--- config.mk ---
export PLATFORM = sky130hd
export DESIGN_NAME = urq_rx_qual
export DESIGN_NICKNAME = d
export VERILOG_FILES = /design/src/hw/urq_pkg.sv /design/src/hw/urq_baud.sv /design/src/hw/urq_rx_qual.sv
export SDC_FILE = /design/constraint.sdc
export NUM_CORES = 1
export LEC_CHECK = 0
export ABC_AREA = 1
export BUFFER_PORTS_ARGS = -buffer_cell sky130_fd_sc_hd__buf_4
export CAP_MARGIN = 15
export CORE_MARGIN = 2
export CORE_UTILIZATION = 42
export DETAILED_ROUTE_END_ITERATION = 16
export PLACE_DENSITY = 0.75
export SYNTH_ARGS = -nofsm -noshare
export SYNTH_HDL_FRONTEND = slang
export SYNTH_SLANG_ARGS = --single-unit
export TNS_END_PERCENT = 5
--- constraint.sdc ---
create_clock -name sys_clk -period 2.1 [get_ports sys_clk]
set_input_delay 0.105 -clock sys_clk [delete_from_list [all_inputs] [get_ports sys_clk]]
set_output_delay 0.105 -clock sys_clk [all_outputs]
set_load 0.005 [all_outputs]
--- src/hw/urq_pkg.sv ---
// Package of constants for the receive qualification and baud block
package urq_pkg;
  // Serial modes
  localparam logic [1:0] MODE0           = 2'h0;
  localparam logic [1:0] MODE1           = 2'h1;
  localparam logic [1:0] MODE2           = 2'h2;
  localparam logic [1:0] MODE3           = 2'h3;
  // Divider figures for the bit rates
  localparam int         M0_SLOW_DIV     = 12;
  localparam int         M0_FAST_DIV     = 2;
  localparam int         M2_SLOW_DIV     = 64;
  localparam int         M2_FAST_DIV     = 32;
  localparam int         T1_PRESCALE     = 12;
  localparam int         T1_SPAN         = 256;
  localparam int         M13_DIV_SLOW    = 32;
  localparam int         M13_DIV_FAST    = 16;
  localparam int         OVS_PER_BIT     = 16;
  // Reset values and counter width
  localparam logic [7:0] ADDR_RESET      = 8'h00;
  localparam logic [7:0] MASK_RESET      = 8'h00;
  localparam logic [7:0] TIMER_RESET     = 8'h00;
  localparam int         CNT_W           = 8;
endpackage

--- src/hw/urq_baud.sv ---
// Bit-rate tick generator for all four serial modes
`timescale 1ns/1ns
module urq_baud #(
  parameter int CNT_W = urq_pkg::CNT_W
) (
  input  wire logic       sys_clk,
  input  wire logic       rst,
  input  wire logic [1:0] mode,
  input  wire logic       baud_doubler,
  input  wire logic       mode0_fast_select,
  input  wire logic [7:0] timer1_reload_value,
  output logic            bit_tick,
  output logic            t1_overflow
);
  // ----------------------------------------
  // Timer 1 model: prescale by 12, count from reload to 256
  // ----------------------------------------
  logic [CNT_W-1:0] pre;
  logic [7:0]       t1;
  logic [CNT_W-1:0] div;
  logic [CNT_W-1:0] target;
  logic             pre_wrap;
  logic             t1_wrap;
  logic             fixed_mode;

  assign pre_wrap   = (pre == CNT_W'(urq_pkg::T1_PRESCALE - 1));
  assign t1_wrap    = pre_wrap && (t1 == 8'(urq_pkg::T1_SPAN - 1));
  assign fixed_mode = (mode == urq_pkg::MODE0) || (mode == urq_pkg::MODE2);

  // Divider target per mode; modes 1/3 count overflows, others clocks
  assign target = (mode == urq_pkg::MODE0) ?
                    (mode0_fast_select ? CNT_W'(urq_pkg::M0_FAST_DIV - 1)
                                       : CNT_W'(urq_pkg::M0_SLOW_DIV - 1)) :
                  (mode == urq_pkg::MODE2) ?
                    (baud_doubler ? CNT_W'(urq_pkg::M2_FAST_DIV - 1)
                                  : CNT_W'(urq_pkg::M2_SLOW_DIV - 1)) :
                    (baud_doubler ? CNT_W'(urq_pkg::M13_DIV_FAST - 1)
                                  : CNT_W'(urq_pkg::M13_DIV_SLOW - 1));

  // Prescaler and 8-bit reload counter
  always_ff @(posedge sys_clk or posedge rst) begin
    if (rst) begin
      pre <= '0;
      t1  <= urq_pkg::TIMER_RESET;
    end else begin
      pre <= pre_wrap ? '0 : pre + CNT_W'(1);
      if (t1_wrap) begin
        t1 <= timer1_reload_value;
      end else if (pre_wrap) begin
        t1 <= t1 + 8'h01;
      end
    end
  end

  // ----------------------------------------
  // Bit divider
  // ----------------------------------------
  // Counts only when its source ticks, so a mode change settles in one bit
  always_ff @(posedge sys_clk or posedge rst) begin
    if (rst) begin
      div         <= '0;
      bit_tick    <= 1'b0;
      t1_overflow <= 1'b0;
    end else begin
      t1_overflow <= t1_wrap;
      bit_tick    <= 1'b0;
      if (fixed_mode || t1_wrap) begin
        if (div >= target) begin
          div      <= '0;
          bit_tick <= 1'b1;
        end else begin
          div <= div + CNT_W'(1);
        end
      end
    end
  end
endmodule

--- src/hw/urq_rx_qual.sv ---
// Receive qualification: frame error, multiprocessor filter, addressing
`timescale 1ns/1ns
// Notes on behaviour
// - With frame error detection on, a missing stop bit sets the frame error flag.
// - Control bit 7 is frame error flag when select is one, else high mode bit.
// - Hardware never clears the frame error flag; only a software write does.
// - Modes 2/3 with multiproc enable: receive done only when ninth bit is one.
// - Multiproc enable ignored in mode 0; mode 1 needs a valid stop bit.
// - Modes 2/3 with enable: done needs ninth bit one and address match.
// - Mode 1 with enable: done needs valid stop bit and address match.
// - Given address is address AND mask; mask zeros are don't care.
// - Broadcast is address OR mask; zero bits are don't care.
// - Reset clears address and mask, which disables address filtering.
// - Mode 0 rate is clock over 12, or over 2 when fast select set.
// - Mode 2 rate is clock over 64, or over 32 with baud doubler.
// - Modes 1/3 rate is 2^doubler/32 times timer 1 overflow rate.
// - Load data and set done only if done was clear and filter passes.
module urq_rx_qual (
  input  wire logic       sys_clk,
  input  wire logic       rst,
  // Configuration
  input  wire logic       mode_low,
  input  wire logic       multiproc_enable,
  input  wire logic       frame_error_select,
  input  wire logic       baud_doubler,
  input  wire logic       mode0_fast_select,
  input  wire logic [7:0] timer1_reload_value,
  // Software writes of control bit 7, address and mask, and the done clear
  input  wire logic       ctl7_wr,
  input  wire logic       ctl7_wdata,
  input  wire logic       addr_wr,
  input  wire logic [7:0] addr_wdata,
  input  wire logic       mask_wr,
  input  wire logic [7:0] mask_wdata,
  input  wire logic       rx_done_clr,
  // Frame end from the shift engine
  input  wire logic       frame_end,
  input  wire logic [7:0] frame_data,
  input  wire logic       frame_ninth,
  input  wire logic       stop_vote,
  // Status
  output logic            serial_control_b7,
  output logic            frame_error_flag,
  output logic            rx_done_flag,
  output logic [7:0]      serial_buffer,
  output logic            rx_ninth_bit,
  output logic [7:0]      slave_address,
  output logic [7:0]      slave_address_mask,
  output logic            bit_tick,
  output logic            t1_overflow
);
  // ----------------------------------------
  // Shared control bit 7 storage
  // ----------------------------------------
  // Decoded mode and selection wires
  logic       mode_select_high;
  logic [1:0] mode;
  logic       is_mode0;
  logic       is_mode1;
  logic [7:0] given;
  logic [7:0] bcast;
  logic [7:0] given_bit_ok;
  logic [7:0] bcast_bit_ok;
  logic       given_hit;
  logic       bcast_hit;
  logic       addr_hit;
  logic       filter_ok;
  logic       missing_stop;
  logic       accept;
  logic       ctl7_to_flag;
  logic       ctl7_to_mode;
  logic       next_frame_err;
  logic       next_mode_high;
  logic       next_b7;
  logic       next_done;
  logic       next_ninth;
  logic [7:0] next_buffer;
  logic [7:0] next_addr;
  logic [7:0] next_mask;

  // The high mode bit always comes from the stored bit, even while bit 7 is the error flag
  assign mode     = {mode_select_high, mode_low};
  assign is_mode0 = (mode == urq_pkg::MODE0);
  assign is_mode1 = (mode == urq_pkg::MODE1);

  // ----------------------------------------
  // Address recognition
  // ----------------------------------------
  assign given = slave_address & slave_address_mask;
  assign bcast = slave_address | slave_address_mask;

  // Per-bit compare; a zero in the mask (given) or in the OR (broadcast) is a don't care
  genvar b;
  for (b = 0; b < $bits(frame_data); b++) begin : g_addr_bit
    assign given_bit_ok[b] = !slave_address_mask[b] || (frame_data[b] == given[b]);
    assign bcast_bit_ok[b] = !bcast[b] || (frame_data[b] == bcast[b]);
  end

  assign given_hit = &given_bit_ok;
  assign bcast_hit = &bcast_bit_ok;
  assign addr_hit  = given_hit || bcast_hit;

  // ----------------------------------------
  // Filter per mode
  // ----------------------------------------
  // Mode 0 ignores the enable; mode 1 wants a good stop and a match;
  // modes 2/3 want ninth bit one and a match. A zero mask makes any byte
  // match, so the plain ninth-bit filter remains after reset.
  // The ninth bit never takes part in the address compare
  assign filter_ok    = !multiproc_enable || is_mode0 ||
                        (is_mode1 ? (stop_vote && addr_hit)
                                  : (frame_ninth && addr_hit));
  // Mode 0 has no stop bit, so it can never report a framing fault
  assign missing_stop = frame_end && !is_mode0 && !stop_vote;
  // A frame arriving while done is still set is dropped, never queued
  assign accept       = frame_end && !rx_done_flag && filter_ok;

  // ----------------------------------------
  // Shared bit 7 decode
  // ----------------------------------------
  // A bit 7 write goes to whichever meaning the select bit shows this cycle
  assign ctl7_to_flag = ctl7_wr && frame_error_select;
  assign ctl7_to_mode = ctl7_wr && !frame_error_select;

  // Set wins over a software clear written in the same cycle
  assign next_frame_err = (missing_stop && frame_error_select) ? 1'b1 :
                          ctl7_to_flag ? ctl7_wdata :
                          frame_error_flag;
  // Mode bit writes are ignored while bit 7 is the error flag
  assign next_mode_high = ctl7_to_mode ? ctl7_wdata : mode_select_high;
  // The view follows the select bit; the hidden meaning keeps its value
  assign next_b7        = frame_error_select ? next_frame_err : next_mode_high;

  // Frame error flag: hardware only ever sets it
  always_ff @(posedge sys_clk or posedge rst) begin
    if (rst) begin
      frame_error_flag <= 1'b0;
    end else begin
      frame_error_flag <= next_frame_err;
    end
  end

  // Stored high mode bit, untouched while bit 7 shows the error flag
  always_ff @(posedge sys_clk or posedge rst) begin
    if (rst) begin
      mode_select_high <= 1'b0;
    end else begin
      mode_select_high <= next_mode_high;
    end
  end

  // Registered view of bit 7, so the output comes straight from a flop
  always_ff @(posedge sys_clk or posedge rst) begin
    if (rst) begin
      serial_control_b7 <= 1'b0;
    end else begin
      serial_control_b7 <= next_b7;
    end
  end

  // ----------------------------------------
  // Address and mask registers
  // ----------------------------------------
  // Software writes land on the next edge; no read-back path lives here
  assign next_addr = addr_wr ? addr_wdata : slave_address;
  assign next_mask = mask_wr ? mask_wdata : slave_address_mask;

  // Both clear on reset, which leaves every address bit a don't care
  always_ff @(posedge sys_clk or posedge rst) begin
    if (rst) begin
      slave_address      <= urq_pkg::ADDR_RESET;
      slave_address_mask <= urq_pkg::MASK_RESET;
    end else begin
      slave_address      <= next_addr;
      slave_address_mask <= next_mask;
    end
  end

  // ----------------------------------------
  // Receive buffer and done flag
  // ----------------------------------------
  // Mode 1 stores the stop bit as the ninth bit; a discarded frame is lost
  // Only the accepting cycle moves the buffer; otherwise it holds
  assign next_done   = accept ? 1'b1 : (rx_done_clr ? 1'b0 : rx_done_flag);
  assign next_buffer = accept ? frame_data : serial_buffer;
  assign next_ninth  = accept ? (is_mode1 ? stop_vote : frame_ninth)
                              : rx_ninth_bit;

  // Set beats a clear in the same cycle, though accept needs done low anyway
  always_ff @(posedge sys_clk or posedge rst) begin
    if (rst) begin
      rx_done_flag  <= 1'b0;
      serial_buffer <= 8'h00;
      rx_ninth_bit  <= 1'b0;
    end else begin
      rx_done_flag  <= next_done;
      serial_buffer <= next_buffer;
      rx_ninth_bit  <= next_ninth;
    end
  end

  // ----------------------------------------
  // Bit-rate generator
  // ----------------------------------------
  // Modes 1 and 3 follow timer 1 overflows; 0 and 2 count system clocks
  // Ticks are one clock wide and come straight from the generator's flops
  urq_baud #(
    .CNT_W (urq_pkg::CNT_W)
  ) u_baud (
    .sys_clk             (sys_clk),
    .rst                 (rst),
    .mode                (mode),
    .baud_doubler        (baud_doubler),
    .mode0_fast_select   (mode0_fast_select),
    .timer1_reload_value (timer1_reload_value),
    .bit_tick            (bit_tick),
    .t1_overflow         (t1_overflow)
  );
endmodule

Word level (Yosys, flattened, before mapping)
Cells that the tools add are included.
Operators by class
  order comparisons: 1
  muxes and demuxes: 19
  equal/unequal tests: 20
  $add $sub $neg: 3
  bitwise gates (word level): 2
  reductions and logical operators: 57
Operators with widths (number)
  2-to-1 mux 8 bit: 6
  adder 8 x 1 -> 8 bit (second input constant): 3
  logical NOT 1 bit: 21
  logical OR 1 bit: 21
  equality test 1 bit: 16
  AND reduction 8 bit: 2
  logical AND 1 bit: 10
  2-to-1 mux 1 bit: 10
  AND 8 bit: 1
  equality test 8 x 4 -> 1 bit (second input constant): 1
  equality test 8 bit (second input constant): 1
  greater-or-equal comparator 8 bit: 1
  OR 8 bit: 1
  2-to-1 mux 6 bit: 1
  2-to-1 mux 5 bit: 1
  2-to-1 mux 4 bit: 1
  nonzero test 2 bit: 2
  equality test 2 x 1 -> 1 bit (second input constant): 1
  equality test 2 bit (second input constant): 1
  logical NOT 2 bit: 1
Word-level totals
  logic and storage cells: 115
  input bits: 47
  register bits: 55
  output and inout bits: 30

Logic depth before layout (Yosys ltp)
  depth in word-level cells: 10
  depth in mapped cells: 12
  mapped depth without buffers: 12

By module
Synthesis repeated with hierarchy kept, for this count alone.
Second synthesis, totals
  cell total of the unflattened synthesis: 359
  area, all modules: 2899.0 um^2
Modules (own cells, without submodules)
  urq_baud: cells each 188, instances 1, area an instance 1502.7 um^2
  urq_rx_qual: cells each 171, instances 1, area an instance 1396.3 um^2

Least setup slack after synthesis
Ideal clock, no wire load.
  kind: register to register
  start: register mode_select_high
  end: register u_baud.div[2]
  cell stages (with the launch flop): 11
  required time: 1978 ps
  setup time: 122 ps
  path slack: 580 ps
  arrival time: 1398 ps
  path buffers: 0
  cell sequence: dfrtp_1 -> nor2_4 -> inv_1 -> o21ai_0 -> ha_1 -> a21boi_1 -> nand3_1 -> nand2_1 -> nand2_1 -> a21boi_4 -> nor2_1
On the way
  cells in the longest elaborated chain, start to end: 5
  elaborated cells on any way between the ends: 8
  those cells by class: order compare: 1; eq/ne: 1; mux: 3; reduce/logical: 3
Ends and longest elaborated chain
  start: declaration: RTL line urq_rx_qual.sv:56  | logic mode_select_high;
  start signal: assignment: RTL line urq_rx_qual.sv:148  | mode_select_high <= next_mode_high;
  equality test 2 bit: RTL line urq_baud.sv:28, urq_baud.sv:34
  2-to-1 mux 8 bit: RTL line urq_baud.sv:34  | (mode == urq_pkg::MODE2) ?
  2-to-1 mux 8 bit: RTL line urq_baud.sv:31  | assign target = (mode == urq_pkg::MODE0) ?
  greater-or-equal comparator 8 bit: RTL line urq_baud.sv:68  | if (div >= target) begin
  2-to-1 mux 8 bit: RTL line urq_baud.sv:68
  end signal: assignment: RTL line urq_baud.sv:72  | div <= div + CNT_W'(1);
  end: declaration: RTL line urq_baud.sv:20  | logic [CNT_W-1:0] div;
Parallel ways exist; a longest one is shown, timed or not.
A chain may end at the register's enable or synchronous reset.

Worst setup path after layout
  start: register mode_select_high
  end: register u_baud.div[6]
The elaborated chain is that of the path after synthesis.

==> metrics.yaml <==
path_class: "reg -> reg"
final_layout_size_suffix_gt1_share_pct: 25.2
synth_edf_count: 0
rsz0062_at_grt: "no"
fp.dieH_um: 86.3
cp-startpoint: "mode_select_high$_DFF_PP0_"
initialDrtViolationCount: 118
async_flop_share_pct: 100
synth_nets: 401
synth-compound-area-share_pct: 8.84
wl_per_cell_um: 12.5
die_w_um: 86.3
post_cts_buffers: 0
yosysWarnings: 0
rows: 30
worst_pin_slew_ns: 0.609
totalPowerFinal_mw: 2.74
syn_to_final_growth_pct: 29.3
fmax_mhz: 592
leakage_nw: 1.94
portBuffers: 76
max_cap_violations: 0
wl_um: 6460
drcViolationCount: 0
tns_ns: 0
vias: 2541
cts_tree: "built"
hold_path.class: "in -> reg"
drtPass1Iterations: 4
slew_viol_final: 0
io_pins: 77
synth-seq-cells: 55
via_per_inst: 4.91
cts.repair.resized: 0
place.gp.congestion: 0.861
synthAdderAreaFrac_pct: 2.20
finalClockSkew_ns: 0.00941
synth_area_sq_mm: 0.00285
initial_core_util_pct: 42.6
clkSlewWorstSetupHoldPaths_ns: 0.09
whs_ns: 0.00902
postLayoutCellArea_sq_mm: 0.00368
postSynthCellCount: 349
cts_buffers: 5
grt_pass1_wl_um: 10900
clock_sinks: 55
synth_top_family_by_area: "simple AND/OR/NAND/NOR gates"
syn-mean-instance-area_sq_um: 8.16
status: "finished clean"
clkLatencyLatePin_ns: 0.31
cp-start-kind: "register"
critPathArrivalTime_ns: 1.88
yosys.area_share.xor_xnor_pct: 2.15
hp-start: "addr_wdata[5]"
p_per_area_mw_per_mm2: 744
synth_cell_type_count: 33
cp-end-kind: "register"
hpwl_um: 4980
ant_nets: 0
synth-simple-area-share_pct: 27.7
cts_buffer_depth: 2
vdd_ir_drop_max_uv: 412
fin_nets: 489
antenna_found_initial: 0
clockRootBuffer: "clkbuf_8"
path_max_fanout: 6
globalRouteTotalUtil_pct: 18.3
placed_area_sq_mm: 0.00351
yosys_most_used_dff: "dfrtp_1"
timing.final.crit_share_pct: 80.4
cp_data_required_time_ns: 2.29
finalSetupViolCount: 0
period_minus_slack_ns: 1.69
grt_overflow: 0
r2r-start: "mode_select_high$_DFF_PP0_"
hold_violations: 0
muxShareOfSynthArea_pct: 3.16
relSlewSlack_pct: 59.3
core_area_sq_mm: 0.00668
grt_pass1_vias: 2387
dieArea_sq_mm: 0.00745
h-tree-depth: 2
grt_max_degree: 26
ys_seq_area_share_pct: 48.4
antenna_cells: 0
layout by cell type (no fill, tap or decap), types with 2 or more instances in the layout:
cell and n:
nor2_2 2, nor3_1 6, dfrtp_1 55, o21ai_0 24, nand4_1 2, nand3b_1 2, buf_4 78, nor2_1 26
nand2_1 98, xor2_1 6, nand2_2 3, nand3_2 3, nand2_4 2, clkbuf_8 5, inv_1 49, o21ai_1 2
nand3_1 27, a21oi_1 11, mux2_2 8, dlygate4sd3_1 7, inv_2 2, ha_1 5, a31oi_1 2
layout make-up:
class                      count  area (sq um)
fill                         623          3000
sequential                    55          1380
clock inverter                 1          30.0
tap                           80           100
multi-input combinational    239          1250
clock buffer                   6          72.6
inverter                      51           191
timing repair buffer          85           656
worst paths after layout:
path / end / slack, ns / depth (start not counted)
max in group asynchronous: u_baud.div[3]$_DFFE_PP0P_ / 1.07 / 4
min in group asynchronous: u_baud.t1[2]$_DFFE_PP0P_ / 0.39 / 3
setup / recovery: u_baud.div[6]$_DFFE_PP0P_ / 0.41 / 10
hold / removal: slave_address[5]$_DFFE_PP0P_ / 0.009 / 3
setup reg to reg: u_baud.div[6]$_DFFE_PP0P_ / 0.41 / 10
hold reg to reg: u_baud.pre[0]$_DFF_PP0_ / 0.48 / 1
power breakdown:
part	switching, mW	internal (mW)	total [mW]
Sequential	0.145	1.22	1.36
Combinational	0.345	0.352	0.696
Clock	0.330	0.350	0.680
Total	0.819	1.92	2.74
Yosys cell counts, drive strengths merged (5+ instances only):
cell   instances  area, sq um
nor2          30          141
inv           51          191
o21ai         26          130
nand2        103          409
dfrtp         55         1380
xor2           6         52.6
a21oi         11         55.1
mux2           8         90.1
ha             5         62.6
nor3           7         40.0
nand3         30          165
worst max-delay path, cell delays in order (launching register included):
cell and delay [ns]:
dfrtp_1 0.44, nor2_4 0.06, inv_1 0.07, o21ai_0 0.08, ha_1 0.28, a21boi_1 0.14, nand3_1 0.08, nand2_1 0.06
nand2_1 0.09, a21boi_4 0.22, nor2_1 0.06
metal layers:
layer	vias to the layer above	share of wire [%]	global-route usage, %
met5	-	0	0
met4	0	2.8	8.81
met3	13	5.5	3.71
met2	72	46	28.1
met1	1174	45	24.9
li1	1282	-	-
metrics by stage:
stage | util, % | std cells | setup WS, ns
after floorplan | - | 349 | 0.580
after global placement | 52.5 | 503 | 0.487
after detailed placement | 52.5 | 503 | 0.414
after CTS | 55.1 | 517 | 0.393
after global routing | 55.1 | 517 | 0.260
final | 55.1 | 517 | 0.411
cell families after synthesis:
kind of cell	count (synthesis)
and+or+nand+nor	175
buffers and inverters	55
DFF	55
AOI/OAI and AO/OA	44
muxes	8
xor gates and xnor gates	7
adders and majority gates	5
registers in the layout, indices dropped and copies added (netlist names):
register	flops
serial_buffer	8
rx_ninth_bit	1
u_baud.pre	8
u_baud.bit_tick	1
u_baud.t1_overflow	1
u_baud.t1	8
slave_address_mask	8
rx_done_flag	1
u_baud.div	8
slave_address	8
frame_error_flag	1
mode_select_high	1
serial_control_b7	1
repair_timing:
action,in CTS,in global routing
endpoints found under the setup margin,0,0
hold buffers,7,0
hold endpoints to repair,29,0
No activity file was read; power rests on OpenSTA's default activity.
